`config.mk`:
```
export PLATFORM = sky130hd
export DESIGN_NAME = rtcbk_top
export DESIGN_NICKNAME = d
export VERILOG_FILES = /design/src/rtcbk_pkg.sv /design/src/rtcbk_top.sv
export VERILOG_INCLUDE_DIRS = /design/src /design/src/src
export SDC_FILE = /design/constraint.sdc
export NUM_CORES = 1
export LEC_CHECK = 0
export BUFFER_PORTS_ARGS = -buffer_cell sky130_fd_sc_hd__buf_4
export CAP_MARGIN = 15
export CORE_AREA = 4 4 119 234
export DETAILED_ROUTE_END_ITERATION = 10
export DIE_AREA = 0 0 123 238
export PLACE_DENSITY = 0.84
export SKIP_CTS_REPAIR_TIMING = 1
export SYNTH_ARGS = -nofsm -noshare
export SYNTH_HDL_FRONTEND = slang
export SYNTH_SLANG_ARGS = --single-unit
```
`constraint.sdc`:
```
create_clock -name sys_clk_i -period 2.4 [get_ports sys_clk_i]
set_input_delay 0 -clock sys_clk_i [delete_from_list [all_inputs] [get_ports sys_clk_i]]
set_output_delay 0 -clock sys_clk_i [all_outputs]
set_load 0.01 [all_outputs]
```
`src/rtcbk_consts.svh`:
```
`ifndef RTCBK_CONSTS_SVH
`define RTCBK_CONSTS_SVH
// clock source select codes
`define RTCBK_SRC_NONE 2'h0
`define RTCBK_SRC_XTAL 2'h1
`define RTCBK_SRC_RC 2'h2
`define RTCBK_SRC_FAST 2'h3
// fast clock divider, 128 edges give one enable
`define RTCBK_FAST_DIV 7'h7F
// prescaler reload: 32768 - 1 gives one second from 32.768 kHz
`define RTCBK_PRESC_DEF 20'h07FFF
// compare parks at all ones so a fresh counter does not alarm early
`define RTCBK_CMP_RST 32'hFFFFFFFF
// 512 Hz from 32.768 kHz: toggle every 32 source ticks
`define RTCBK_CAL_HALF 6'h1F
`define RTCBK_NUM_BKP 10
`define RTCBK_BKP_IDX_W 4
`endif

```
`src/rtcbk_pkg.sv`:
```
package rtcbk_pkg;
  typedef logic [15:0] rtcbk_word_t;
  typedef logic [1:0] rtcbk_src_t;
endpackage : rtcbk_pkg

```
`src/rtcbk_top.sv`:
```
`timescale 1ns/100ps
`include "rtcbk_consts.svh"
////////////////////////////////////////////////////////////////////////////
// Summary of operation
// RL1: ten 16-bit backup words hold user data while main power is absent.
// RL2: counters always run; alarm and periodic tick requests are separate. The code stops them when src_sel_i selects no source.
// RL3: source select: slow crystal, slow RC, or fast clock divided by 128.
// RL4: a 512 Hz calibration square wave is driven when enabled.
// RL5: 32-bit counter advances per tick; compare value raises alarm.
// RL6: 20-bit prescaler divides source; default reload gives one second.
// RL7: block keeps running in stop and standby low-power states.
// RL8: alarm request also drives a standby wakeup output.
// RL9: alarm set on the tick the counter equals compare; held until cleared.
module rtcbk_top (
  // clock and reset
  input wire logic sys_clk_i,
  input wire logic srst_i,
  // slow and fast clock sources, from pins
  input wire logic slow_external_crystal_i,
  input wire logic slow_internal_rc_i,
  input wire logic fast_external_clock_i,
  // configuration
  input wire logic [1:0] src_sel_i,
  input wire logic [19:0] presc_load_i,
  input wire logic presc_load_we_i,
  input wire logic [31:0] cnt_load_i,
  input wire logic cnt_load_we_i,
  input wire logic [31:0] cmp_i,
  input wire logic cmp_we_i,
  input wire logic cal_en_i,
  input wire logic low_power_i,
  // request clears
  input wire logic alarm_clr_i,
  input wire logic tick_clr_i,
  // backup store
  input wire logic bkp_we_i,
  input wire logic [3:0] bkp_idx_i,
  input wire logic [15:0] bkp_wdata_i,
  output logic [15:0] bkp_rdata_o,
  // status and requests
  output logic [31:0] cnt_o,
  output logic alarm_irq_o,
  output logic tick_irq_o,
  output logic wakeup_o,
  output logic cal_o
);
  logic [2:0] xt_sync_r, rc_sync_r, fx_sync_r;
  logic [6:0] fdiv_r;
  logic src_tick;
  logic [19:0] presc_rld_r, presc_r;
  logic tb_tick;
  logic [31:0] cmp_r;
  logic [5:0] cal_cnt_r;
  rtcbk_pkg::rtcbk_word_t bkp_mem [`RTCBK_NUM_BKP];
  logic fast_tick_r;

  ////////////////////////////////////////////////////////////////////////////
  // two-flop sync plus edge stage, edge read from stages 1 and 2 only
  always_ff @(posedge sys_clk_i) begin
    if (srst_i) begin
      xt_sync_r <= 3'h0;
      rc_sync_r <= 3'h0;
      fx_sync_r <= 3'h0;
    end else begin
      xt_sync_r <= {xt_sync_r[1:0], slow_external_crystal_i};
      rc_sync_r <= {rc_sync_r[1:0], slow_internal_rc_i};
      fx_sync_r <= {fx_sync_r[1:0], fast_external_clock_i};
    end
  end

  // fast source must stay below half of sys_clk to be sampled
  always_ff @(posedge sys_clk_i) begin
    if (srst_i) begin
      fdiv_r <= 7'h00;
      fast_tick_r <= 1'b0;
    end else begin
      fast_tick_r <= 1'b0;
      if (fx_sync_r[1] && !fx_sync_r[2]) begin
        fdiv_r <= fdiv_r + 7'h01;
        fast_tick_r <= (fdiv_r == `RTCBK_FAST_DIV); // [RL3]
      end
    end
  end

  always_comb begin
    src_tick = 1'b0;
    case (src_sel_i) // [RL3]
      `RTCBK_SRC_XTAL: src_tick = xt_sync_r[1] && !xt_sync_r[2];
      `RTCBK_SRC_RC: src_tick = rc_sync_r[1] && !rc_sync_r[2];
      `RTCBK_SRC_FAST: src_tick = fast_tick_r;
      default: src_tick = 1'b0;
    endcase
  end

  ////////////////////////////////////////////////////////////////////////////
  // prescaler; low_power_i deliberately unused by the time base [RL7]
  assign tb_tick = src_tick && (presc_r == 20'h00000);

  always_ff @(posedge sys_clk_i) begin
    if (srst_i) begin
      presc_rld_r <= `RTCBK_PRESC_DEF; // [RL6]
      presc_r <= `RTCBK_PRESC_DEF;
    end else begin
      if (presc_load_we_i) begin
        presc_rld_r <= presc_load_i;
        presc_r <= presc_load_i;
      end else if (src_tick) begin
        presc_r <= tb_tick ? presc_rld_r : presc_r - 20'h00001; // [RL6]
      end
    end
  end

  always_ff @(posedge sys_clk_i) begin
    if (srst_i) begin
      cnt_o <= 32'h00000000;
    end else if (cnt_load_we_i) begin
      cnt_o <= cnt_load_i;
    end else if (tb_tick) begin
      cnt_o <= cnt_o + 32'h00000001; // [RL5] [RL2]
    end
  end

  always_ff @(posedge sys_clk_i) begin
    if (srst_i) begin
      cmp_r <= `RTCBK_CMP_RST;
    end else if (cmp_we_i) begin
      cmp_r <= cmp_i; // [RL5]
    end
  end

  ////////////////////////////////////////////////////////////////////////////
  // requests: set wins over clear
  logic alarm_set;
  assign alarm_set = tb_tick && !cnt_load_we_i &&
                     ((cnt_o + 32'h00000001) == cmp_r);

  always_ff @(posedge sys_clk_i) begin
    if (srst_i) begin
      alarm_irq_o <= 1'b0;
      tick_irq_o <= 1'b0;
      wakeup_o <= 1'b0;
    end else begin
      if (alarm_set) alarm_irq_o <= 1'b1; // [RL9]
      else if (alarm_clr_i) alarm_irq_o <= 1'b0;
      if (tb_tick) tick_irq_o <= 1'b1; // [RL2]
      else if (tick_clr_i) tick_irq_o <= 1'b0;
      if (alarm_set && low_power_i) wakeup_o <= 1'b1; // [RL8]
      else if (!low_power_i) wakeup_o <= 1'b0;
    end
  end

  ////////////////////////////////////////////////////////////////////////////
  // calibration: exact 512 Hz only for a 32.768 kHz source
  always_ff @(posedge sys_clk_i) begin
    if (srst_i) begin
      cal_cnt_r <= 6'h00;
      cal_o <= 1'b0;
    end else if (!cal_en_i) begin
      cal_cnt_r <= 6'h00;
      cal_o <= 1'b0;
    end else if (src_tick) begin
      cal_cnt_r <= cal_cnt_r + 6'h01;
      if (cal_cnt_r == `RTCBK_CAL_HALF) begin
        cal_cnt_r <= 6'h00;
        cal_o <= !cal_o; // [RL4]
      end
    end
  end

  ////////////////////////////////////////////////////////////////////////////
  // backup store, not cleared by reset so contents survive it [RL1]
  function automatic logic bkp_idx_ok(input logic [3:0] idx);
    return idx < 4'(`RTCBK_NUM_BKP);
  endfunction : bkp_idx_ok

  always_ff @(posedge sys_clk_i) begin
    if (bkp_we_i && bkp_idx_ok(bkp_idx_i)) begin
      bkp_mem[bkp_idx_i] <= bkp_wdata_i; // [RL1]
    end
  end

  always_ff @(posedge sys_clk_i) begin
    if (srst_i) begin
      bkp_rdata_o <= 16'h0000;
    end else if (bkp_idx_ok(bkp_idx_i)) begin
      bkp_rdata_o <= bkp_mem[bkp_idx_i];
    end else begin
      bkp_rdata_o <= 16'h0000;
    end
  end

  ////////////////////////////////////////////////////////////////////////////
  chk_alarm_on_match: assert property ( // [RL9]
    @(posedge sys_clk_i) disable iff (srst_i)
    alarm_set |=> alarm_irq_o && (cnt_o == $past(cmp_r)))
    else $error("alarm not raised on match");
  chk_alarm_held: assert property ( // [RL9]
    @(posedge sys_clk_i) disable iff (srst_i)
    alarm_irq_o && !alarm_clr_i |=> alarm_irq_o)
    else $error("alarm dropped without clear");
  chk_alarm_cause: assert property ( // [RL5]
    @(posedge sys_clk_i) disable iff (srst_i)
    $rose(alarm_irq_o) |-> $past(tb_tick))
    else $error("alarm rose without tick");
  chk_cnt_step: assert property ( // [RL5]
    @(posedge sys_clk_i) disable iff (srst_i)
    tb_tick && !cnt_load_we_i |=> cnt_o == $past(cnt_o) + 32'h00000001)
    else $error("counter did not step");
  chk_cnt_hold: assert property ( // [RL2]
    @(posedge sys_clk_i) disable iff (srst_i)
    !tb_tick && !cnt_load_we_i |=> $stable(cnt_o))
    else $error("counter moved without tick");
  chk_tick_flag: assert property ( // [RL2]
    @(posedge sys_clk_i) disable iff (srst_i)
    tb_tick |=> tick_irq_o)
    else $error("periodic request missing");
  chk_presc_reload: assert property ( // [RL6]
    @(posedge sys_clk_i) disable iff (srst_i)
    tb_tick && !presc_load_we_i |=> presc_r == $past(presc_rld_r))
    else $error("prescaler did not reload");
  chk_wake_alarm: assert property ( // [RL8]
    @(posedge sys_clk_i) disable iff (srst_i)
    alarm_set && low_power_i |=> wakeup_o)
    else $error("no wakeup on alarm");
  chk_cal_idle: assert property ( // [RL4]
    @(posedge sys_clk_i) disable iff (srst_i)
    !cal_en_i |=> !cal_o)
    else $error("calibration output while off");
  chk_src_none: assert property ( // [RL3]
    @(posedge sys_clk_i) disable iff (srst_i)
    src_sel_i == `RTCBK_SRC_NONE |-> !tb_tick)
    else $error("tick with no source");
endmodule : rtcbk_top

```
==> impl_metrics.yaml, run 1 <==
floorplan:
  coreArea_um2: 26200
  die_h_um: 238
  die_x_um: 123
  start_util_pct: 50.8
  row_count: 84
  io_pins: 171
  dieArea_um2: 29300
power:
  pwr-share-clk_pct: 36.7
  netSwitchingFraction_pct: 23.5
  combPwrFrac_pct: 11.4
  p_switching_mw: 2.64
  internal_power_mw: 8.59
  power.density_nw_per_um2: 642
  pwr-share-seq_pct: 51.9
  vdd_drop_max_uv: 838
  power.leakage_nw: 6.68
clocking:
  htreeDepth: 1
  numCtsBuffers: 26
  clock-root-buffer: "clkbuf_16"
  cts_tree: "built"
  ctsLongestPathBuffers: 3
  clk_pin_slew_ns: 0.07
  clk-insertion-delay-late_ns: 0.54
  clock-sinks: 307
worst_hold_path:
  hold_path.class: "input port to flip-flop"
  hold_end: "presc_r[0]"
  whs_path_depth: 2
  worstHoldStart: "presc_load_we_i"
global_route:
  grt_max_degree: 53
  grt_pass1_wl_mm: 53.3
  overflow: 0
  antenna_found_initial: 1
  grt_pass1_vias: 9959
  grt_usage_pct: 23.7
critical_path:
  crit_required_ns: 2.84
  reg2reg_slack_ns: 0.06
  endpoint_kind: "flip-flop"
  worstSetupPathType: "flip-flop to flip-flop"
  worstReg2RegEnd: "alarm_irq_o"
  crit_path_start: "cnt_o[20]"
  timing.rr.start: "cnt_o[20]"
  crit_path_max_fanout: 5
  r2r_cells: 8
  worstSetupStartpointType: "flip-flop"
  cp.arrival_ns: 2.78
cells_and_area:
  drive_above_1_share_pct: 25.4
  nFillCells: 1767
  synthToLayoutAreaGrowth_pct: 31.6
  layout.cells.non_filler: 1819
  layout_common_cells: "260 x buf_4, 160 x edfxtp_1, 144 x dfxtp_1"
  final_common_cell: "buf_4"
  final_nets: 1577
synth:
  synthMuxAreaShare_pct: 10.5
  yosys.area_share.adder_pct: 0.452
  synth_area_leaders: "edfxtp_1 36%, dfxtp_1 22%, mux4_2 5.4%, mux2i_1 5.1%, xnor2_1 2.9%"
  ys_seq_area_share_pct: 58.3
  synth_xor_area_share_pct: 5.80
  synth_top_area_share_pct: 36.1
  ys_ff_latch: 307
  syn_avg_cell_area_um2: 11.9
  synth_cell_types: 65
  synthCells: 1119
  synth_top_area_cell: "edfxtp_1"
  synth_compound_area_share_pct: 8.40
  synth_top_family_by_area: "simple AND/OR/NAND/NOR gates"
  synth_fp_nets: 1242
  synth.cell_area_um2: 13300
  synth_edf_count: 160
  synth_ff_type: "edfxtp_1"
  ys_warn_count: 0
  synthSimpleGateAreaFrac_pct: 13.7
  synthArstFlopShare_pct: 0
drt:
  firstDrtPassIters: 6
  route.detailed.drc: 0
  drt_iter0_markers: 703
  routedWlPerCell_um: 21.0
  routed_via_density: 5.71
  postRouteWirelength_mm: 38.2
  num_vias: 10400
  detail-route-antenna-nets: 0
sta:
  fmax_ghz: 0.428
  fin_crit_ns: 2.34
  hold_violations: 9
  timing_max_transition_violations_final: 0
  tightest_slew_ns: 0.641
  period_share_pct: 97.5
  relSlewSlack_pct: 57.2
  skew_ns: 0.0167
  setup_ws_ns: 0.0611
  rsz0062_at_grt: "true"
  setup_viol_count_final: 0
  whs_ns: -0.0315
job:
  cap_viol_max_count: 0
outcome:
  failed_checks: "hold timing"
  status: "complete, but fails checks"
placement:
  place_congestion: 0.946
  place_ws_ns: -0.0124
  port_buffers: 170
  dp.cells: 1653
  dp_hpwl_mm: 24.9
-- power by group through the flow --
stage | Sequential (mW) | Combinational, mW | Clock [mW]
after floorplan | 5.94 | 0.567 | 0
after global placement | 5.92 | 1.07 | 0
after detailed placement | 5.93 | 1.09 | 0
after CTS | 5.82 | 1.10 | 4.19
after global routing | 5.84 | 1.37 | 4.39
final | 5.83 | 1.28 | 4.13
-- sequential cells by signal, indices dropped and copies added, names as in the netlist --
| register | flops |
|---|---|
| bkp_mem | 160 |
| cmp_r | 32 |
| cnt_o | 32 |
| presc_r | 20 |
| presc_rld_r | 20 |
| bkp_rdata_o | 16 |
| fdiv_r | 7 |
| cal_cnt_r | 6 |
| fx_sync_r | 3 |
| rc_sync_r | 3 |
| xt_sync_r | 3 |
| alarm_irq_o | 1 |
| cal_o | 1 |
| fast_tick_r | 1 |
| tick_irq_o | 1 |
| wakeup_o | 1 |
-- per-layer routing --
layer | vias to the layer above | share of wire (%) | GRT usage, % | routed length [µm]
li1 | 4771 | - | - | -
met1 | 5038 | 33 | 24.1 | 12400
met2 | 449 | 56 | 45.4 | 21400
met3 | 132 | 5.9 | 3.56 | 2260
met4 | 0 | 5.4 | 11.9 | 2070
met5 | - | 0 | 0 | 0
-- cells in the mapped netlist, types with 6 or more instances --
cell type and n:
nor4_1 8, o21ai_0 35, edfxtp_1 160, or3_1 10, nor3_1 27, mux2i_1 68
o21ai_1 6, xor2_1 44, nand2b_1 7, nand4_1 20, clkbuf_1 44, dfxtp_1 147
nor2_1 92, xnor2_1 44, buf_1 10, and3_1 7, a21oi_1 49, a31oi_1 8
a211oi_1 45, inv_1 20, buf_2 14, nand2_1 87, mux4_2 32, o211ai_1 6
nand3_1 32, nor2b_1 28
-- logic make-up after synthesis --
kind of cell | after synthesis
AND/OR/NAND/NOR | 352
flip-flops | 307
AO/OA/AOI/OAI | 175
multiplexers | 100
buffers and inverters | 92
XOR/XNOR | 88
adder cells (fa/ha/maj) | 5
-- worst max-delay path by stage --
stage,to,cells after the start
after CTS,cnt_o[12],11
after global placement,cnt_o[31],11
after global routing,cnt_o[17],11
after floorplan,bkp_mem[0][0],4
final,alarm_irq_o,8
after detailed placement,cnt_o[17],11
-- cell type report --
type / count / area, µm² / share of cell area (%)
diodes: 1 / 2.50 / 0.0143
clock buffers: 34 / 722 / 4.12
clock inverters: 14 / 106 / 0.608
inverters: 21 / 78.8 / 0.450
multi-input cells: 720 / 5250 / 30.0
flip-flops and latches: 307 / 7750 / 44.3
well taps: 344 / 430 / 2.46
repair buffers: 378 / 3160 / 18.1
-- worst max-delay path, stage by stage, from the launching register on --
cell,delay [ns]
dfxtp_1,0.45
nand3_1,0.25
nor4_1,0.33
buf_4,0.19
nand4_1,0.17
xnor2_1,0.17
nor3_1,0.17
nand4_1,0.19
o32ai_1,0.31
-- metrics by stage --
step | power (mW) | utilization, % | cell area [µm²] | TNS, ns
after detailed placement | 7.02 | 59.0 | 15400 | -0.0273
after global placement | 6.99 | 59.0 | 15400 | 0
after floorplan | 6.51 | - | 13300 | 0
final | 11.2 | 66.9 | 17500 | 0
after global routing | 11.6 | 66.9 | 17500 | -0.0610
after CTS | 11.1 | 62.1 | 16300 | -0.0855
Note: power is estimated with default switching activity, not from simulation.
==> run 2: changes to the inputs <==
- PLACE_DENSITY: 0.84 -> not set
- PLACE_DENSITY_LB_ADDON: not set -> 0.25
==> run 2 against run 1 <==
The run ends with setup timing left. Clock skew fell by 0.0024 ns. Maximum frequency fell by 6.2%. Count of clock-buffer cells in the layout is 6 lower. Sequential power is essentially flat. Clock power grew 17%. Worst hold slack better by 0.071 ns. Highest routed layer unchanged.
==> impl_metrics.yaml, run 2 (synthesis gave the netlist of run 1 again) <==
critical_path:
  cp.arrival_ns: 2.94
  crit_required_ns: 2.84
  worst_path_most_repeated_cell: "buf_6"
  worstSetupPathType: "flip-flop to flip-flop"
  reg2reg_slack_ns: -0.09
  endpoint_kind: "flip-flop"
  worstReg2RegEnd: "cnt_o[2]"
  path_cells: "or4_4, nor3_4, buf_6, nand4_1, nor2_4, buf_6, nand2_2, xor2_1, a211oi_1"
  max_stage_delay_ns: 0.58
  timing.rr.start: "presc_r[12]"
  cpMaxStageDelayCell: "or4_4"
  r2r_cells: 9
  worstSetupStartpointType: "flip-flop"
  crit_path_max_fanout: 5
placement:
  port_buffers: 170
  place_ws_ns: -0.137
  place_congestion: 0.976
  dp_hpwl_mm: 26.1
  dpl_cell_area_um2: 15600
drt:
  routedWlPerCell_um: 20.9
  routed_via_density: 5.62
  drt_iter0_markers: 660
  postRouteWirelength_mm: 38.8
  detail-route-antenna-nets: 0
  route.detailed.drc: 0
  num_vias: 10400
  firstDrtPassIters: 7
clocking:
  clock-sinks: 307
  numCtsBuffers: 26
  cts_tree: "built"
  clock-root-buffer: "clkbuf_16"
  clk-insertion-delay-late_ns: 0.55
  clk_pin_slew_ns: 0.07
  htreeDepth: 1
  ctsLongestPathBuffers: 3
floorplan:
  io_pins: 171
  start_util_pct: 50.8
  row_count: 84
  dieArea_um2: 29300
  die_x_um: 123
  die_h_um: 238
  coreArea_um2: 26200
sta:
  period_share_pct: 104
  setup_viol_count_final: 19
  fin_crit_ns: 2.49
  setup_ws_ns: -0.0935
  timing_max_transition_violations_final: 0
  fmax_ghz: 0.401
  relSlewSlack_pct: 42.5
  tightest_slew_ns: 0.862
  hold_violations: 0
  rsz0062_at_grt: "true"
  skew_ns: 0.0144
  whs_ns: 0.0391
worst_hold_path:
  worstHoldStart: "cmp_we_i"
  hold_path.class: "input port to flip-flop"
  hold_end: "cmp_r[16]"
  whs_path_depth: 3
cells_and_area:
  largest_reg_flops: 160
  final_common_cell: "buf_4"
  layout_common_cells: "268 x buf_4, 160 x edfxtp_1, 145 x dfxtp_1"
  fin_area_um2: 18400
  top_regs: "bkp_mem x160, cmp_r x32, cnt_o x32"
  final_nets: 1612
  drive_above_1_share_pct: 29.0
  regMostFlops: "bkp_mem"
  synthToLayoutAreaGrowth_pct: 38.1
  fin_util_pct: 70.2
global_route:
  grt_pass1_wl_mm: 54.4
  grt_usage_pct: 24.3
  overflow: 0
  antenna_found_initial: 1
  grt_max_degree: 73
  grt_pass1_vias: 10000
job:
  cap_viol_max_count: 0
outcome:
  status: "complete, but fails checks"
  failed_checks: "setup timing"
power:
  power.leakage_nw: 7.18
  power.density_nw_per_um2: 652
  p_total_mw: 12.0
  vdd_drop_max_uv: 747
==> run 2: cell types whose count changed in the layout (fill, tap and decap cells not counted), sizes merged <==
| cell | before | now |
|---|---|---|
| buf | 265 | 289 |
| bufinv | 1 | 8 |
| dlygate4sd3 | 113 | 120 |
| clkbuf | 34 | 32 |
| clkinv | 7 | 5 |
| inv | 22 | 24 |
| clkinvlp | 5 | 4 |
==> run 2: per-layer routing <==
metal	global-route usage, %	vias up	wire length, µm
met5	0	-	0
met4	14.3	0	2840
met3	3.06	152	2030
met2	46.4	403	21200
met1	24.4	5013	12700
li1	-	4847	-
==> run 2: cell type report <==
class / count / area, µm²
inverters: 21 / 78.8
diodes: 1 / 2.50
clock buffers: 28 / 658
multi-input cells: 720 / 5480
flip-flops and latches: 307 / 7750
fillers: 1833 / 7810
well taps: 344 / 430
repair buffers: 413 / 3630
clock inverters: 20 / 337
==> run 2: critical path, delay by kind of cell (launching register included) <==
| family | cells | cell delay, ns |
|---|---|---|
| DFF | 1 | 0.36 |
| and+or+nand+nor | 5 | 1.37 |
| xor gates and xnor gates | 1 | 0.13 |
| AOI/OAI and AO/OA | 1 | 0.22 |
| buffers and inverters | 2 | 0.29 |
==> run 2: worst max-delay path by stage <==
| stage | depth (start not counted) | to | slack, ns | from |
|---|---|---|---|---|
| 2_1_floorplan | 4 | bkp_mem[0][0] | 0.03 | bkp_idx_i[0] |
| 3_3_place_gp | 11 | cnt_o[2] | -0.05 | presc_r[0] |
| 3_5_place_dp | 11 | cnt_o[2] | -0.14 | presc_r[0] |
| 4_1_cts | 11 | cnt_o[2] | -0.17 | presc_r[0] |
| 5_1_grt | 9 | cnt_o[2] | -0.20 | presc_r[12] |
| 6_report | 9 | cnt_o[2] | -0.09 | presc_r[12] |
==> run 2: power by group <==
group	switching (mW)	total, mW	internal [mW]	leakage [nW]
logic	0.639	1.32	0.678	4.05
registers	0.115	5.82	5.70	2.66
clock network	1.95	4.84	2.88	0.471
==> run 2: per-stage QoR <==
step                std cells  setup TNS, ns
global route             1854          -3.79
finish                   1854         -0.661
detailed placement       1664         -0.713
global placement         1664         -0.100
floorplan                1119              0
CTS                      1712          -1.17
==> run 3: changes to the inputs <==
- RECOVER_POWER: not set -> 25
==> run 3 against run 2 <==
The flow still finishes with violations (setup timing). Count of clock-buffer cells in the layout is the same. Sequential share of layout area grew 0.12 points. Non-clock buffer count is the same. Core utilization shrank 0.20 points. Maximum frequency is essentially flat. Clock power is essentially flat. Global-route usage is the same. First-iteration DRC count shrank 0.91%. Total power is essentially flat. Flip-flop and latch count is the same. Combinational power is essentially flat. Final cell count is the same. Critical endpoint unchanged. Largest cell class unchanged.
==> impl_metrics.yaml, run 3 (synthesis gave the netlist of run 1 again) <==
outcome:
  status: "complete, but fails checks"
  failed_checks: "setup timing"
critical_path:
  r2r_cells: 9
  crit_required_ns: 2.84
  endpoint_kind: "flip-flop"
  timing.rr.start: "presc_r[12]"
  cp.arrival_ns: 2.93
  worstSetupPathType: "flip-flop to flip-flop"
  worstSetupStartpointType: "flip-flop"
  crit_path_max_fanout: 5
  crit_path_start: "presc_r[12]"
cells_and_area:
  largest_reg_flops: 160
  layout_common_cells: "254 x buf_4, 160 x edfxtp_1, 145 x dfxtp_1"
  final_nets: 1612
  nFillCells: 1844
  top_regs: "bkp_mem x160, cmp_r x32, cnt_o x32"
  final_common_cell: "buf_4"
  synthToLayoutAreaGrowth_pct: 37.7
  drive_above_1_share_pct: 28.1
  layout.cells.non_filler: 1854
  regMostFlops: "bkp_mem"
clocking:
  cts_tree: "built"
  ctsLongestPathBuffers: 3
  clk-insertion-delay-late_ns: 0.55
  clock-root-buffer: "clkbuf_16"
  clk_pin_slew_ns: 0.07
  htreeDepth: 1
  clock-sinks: 307
  numCtsBuffers: 26
sta:
  fin_crit_ns: 2.49
  skew_ns: 0.0158
  period_share_pct: 104
  fmax_ghz: 0.401
  rsz0062_at_grt: "true"
  hold_violations: 0
  relSlewSlack_pct: 41.2
  tightest_slew_ns: 0.882
  setup_ws_ns: -0.0915
  setup_viol_count_final: 17
  whs_ns: 0.0346
  timing_max_transition_violations_final: 0
  final.setup.tns_ns: -0.722
placement:
  port_buffers: 170
  place_ws_ns: -0.137
  dp_hpwl_mm: 26.1
  place_congestion: 0.976
  dp.cells: 1664
global_route:
  grt_pass1_vias: 10000
  overflow: 0
  grt_pass1_wl_mm: 54.4
  antenna_found_initial: 1
  grt_max_degree: 73
  grt_usage_pct: 24.3
worst_hold_path:
  whs_path_depth: 3
  worstHoldStart: "cmp_we_i"
  hold_path.class: "input port to flip-flop"
power:
  power.leakage_nw: 7.13
  vdd_drop_max_uv: 747
  power.density_nw_per_um2: 654
floorplan:
  die_x_um: 123
  row_count: 84
  start_util_pct: 50.8
  coreArea_um2: 26200
  die_h_um: 238
  dieArea_um2: 29300
  io_pins: 171
drt:
  route.detailed.drc: 0
  firstDrtPassIters: 5
  num_vias: 10400
  detail-route-antenna-nets: 0
  postRouteWirelength_mm: 38.8
  routedWlPerCell_um: 20.9
  routed_via_density: 5.59
  drt_iter0_markers: 654
job:
  cap_viol_max_count: 0
[run 3: changes by cell type in the layout (fill, tap and decap cells not counted)]
cell,before,now
clkbuf_1,2,16
buf_4,268,254
[run 3: worst max-delay path: stages (launching register included)]
cell,delay [ns]
dfxtp_4,0.36
or4_4,0.58
nor3_4,0.32
buf_6,0.15
nand4_1,0.16
nor2_4,0.26
buf_6,0.14
nand2_2,0.05
xor2_1,0.13
a211oi_1,0.22
[run 3: worst paths after layout]
check / end / slack [ns]
worst max-delay path: cnt_o[2] / -0.09
worst min-delay path: cmp_r[16] / 0.03
worst max register to register: cnt_o[2] / -0.09
worst min register to register: xt_sync_r[1] / 0.44
[run 3: metal layers]
layer | track usage (%) | vias to the layer above | share of wire (%) | routed length, µm
li1 | - | 4850 | - | -
met1 | 24.4 | 4982 | 33 | 12800
met2 | 46.4 | 392 | 55 | 21200
met3 | 3.06 | 148 | 5.2 | 2020
met4 | 14.3 | 0 | 7.2 | 2790
met5 | 0 | - | 0 | 0
[run 3: power by group]
group	internal (mW)	leakage, nW	total [mW]	switching, mW
logic	0.667	4.00	1.31	0.640
clock network	2.88	0.471	4.84	1.96
registers	5.70	2.66	5.82	0.115
total	9.25	7.13	12.0	2.71
[run 3: metrics by stage]
step	utilization [%]	area, µm²	power [mW]
after floorplan	-	13300	6.51
after global routing	70.0	18300	12.4
after CTS	63.4	16600	11.9
after detailed placement	59.6	15600	7.05
after global placement	59.6	15600	7.03
final	70.0	18300	12.0
[run 3: layout make-up]
| cell class | instances | area, µm² | area share [%] |
|---|---|---|---|
| antenna | 1 | 2.50 | 0.0137 |
| clock inverter | 20 | 337 | 1.84 |
| multi-input combinational | 720 | 5480 | 29.9 |
| clock buffer | 28 | 658 | 3.59 |
| timing repair buffer | 413 | 3580 | 19.5 |
| inverter | 21 | 78.8 | 0.430 |
| tap | 344 | 430 | 2.35 |
| sequential | 307 | 7750 | 42.3 |
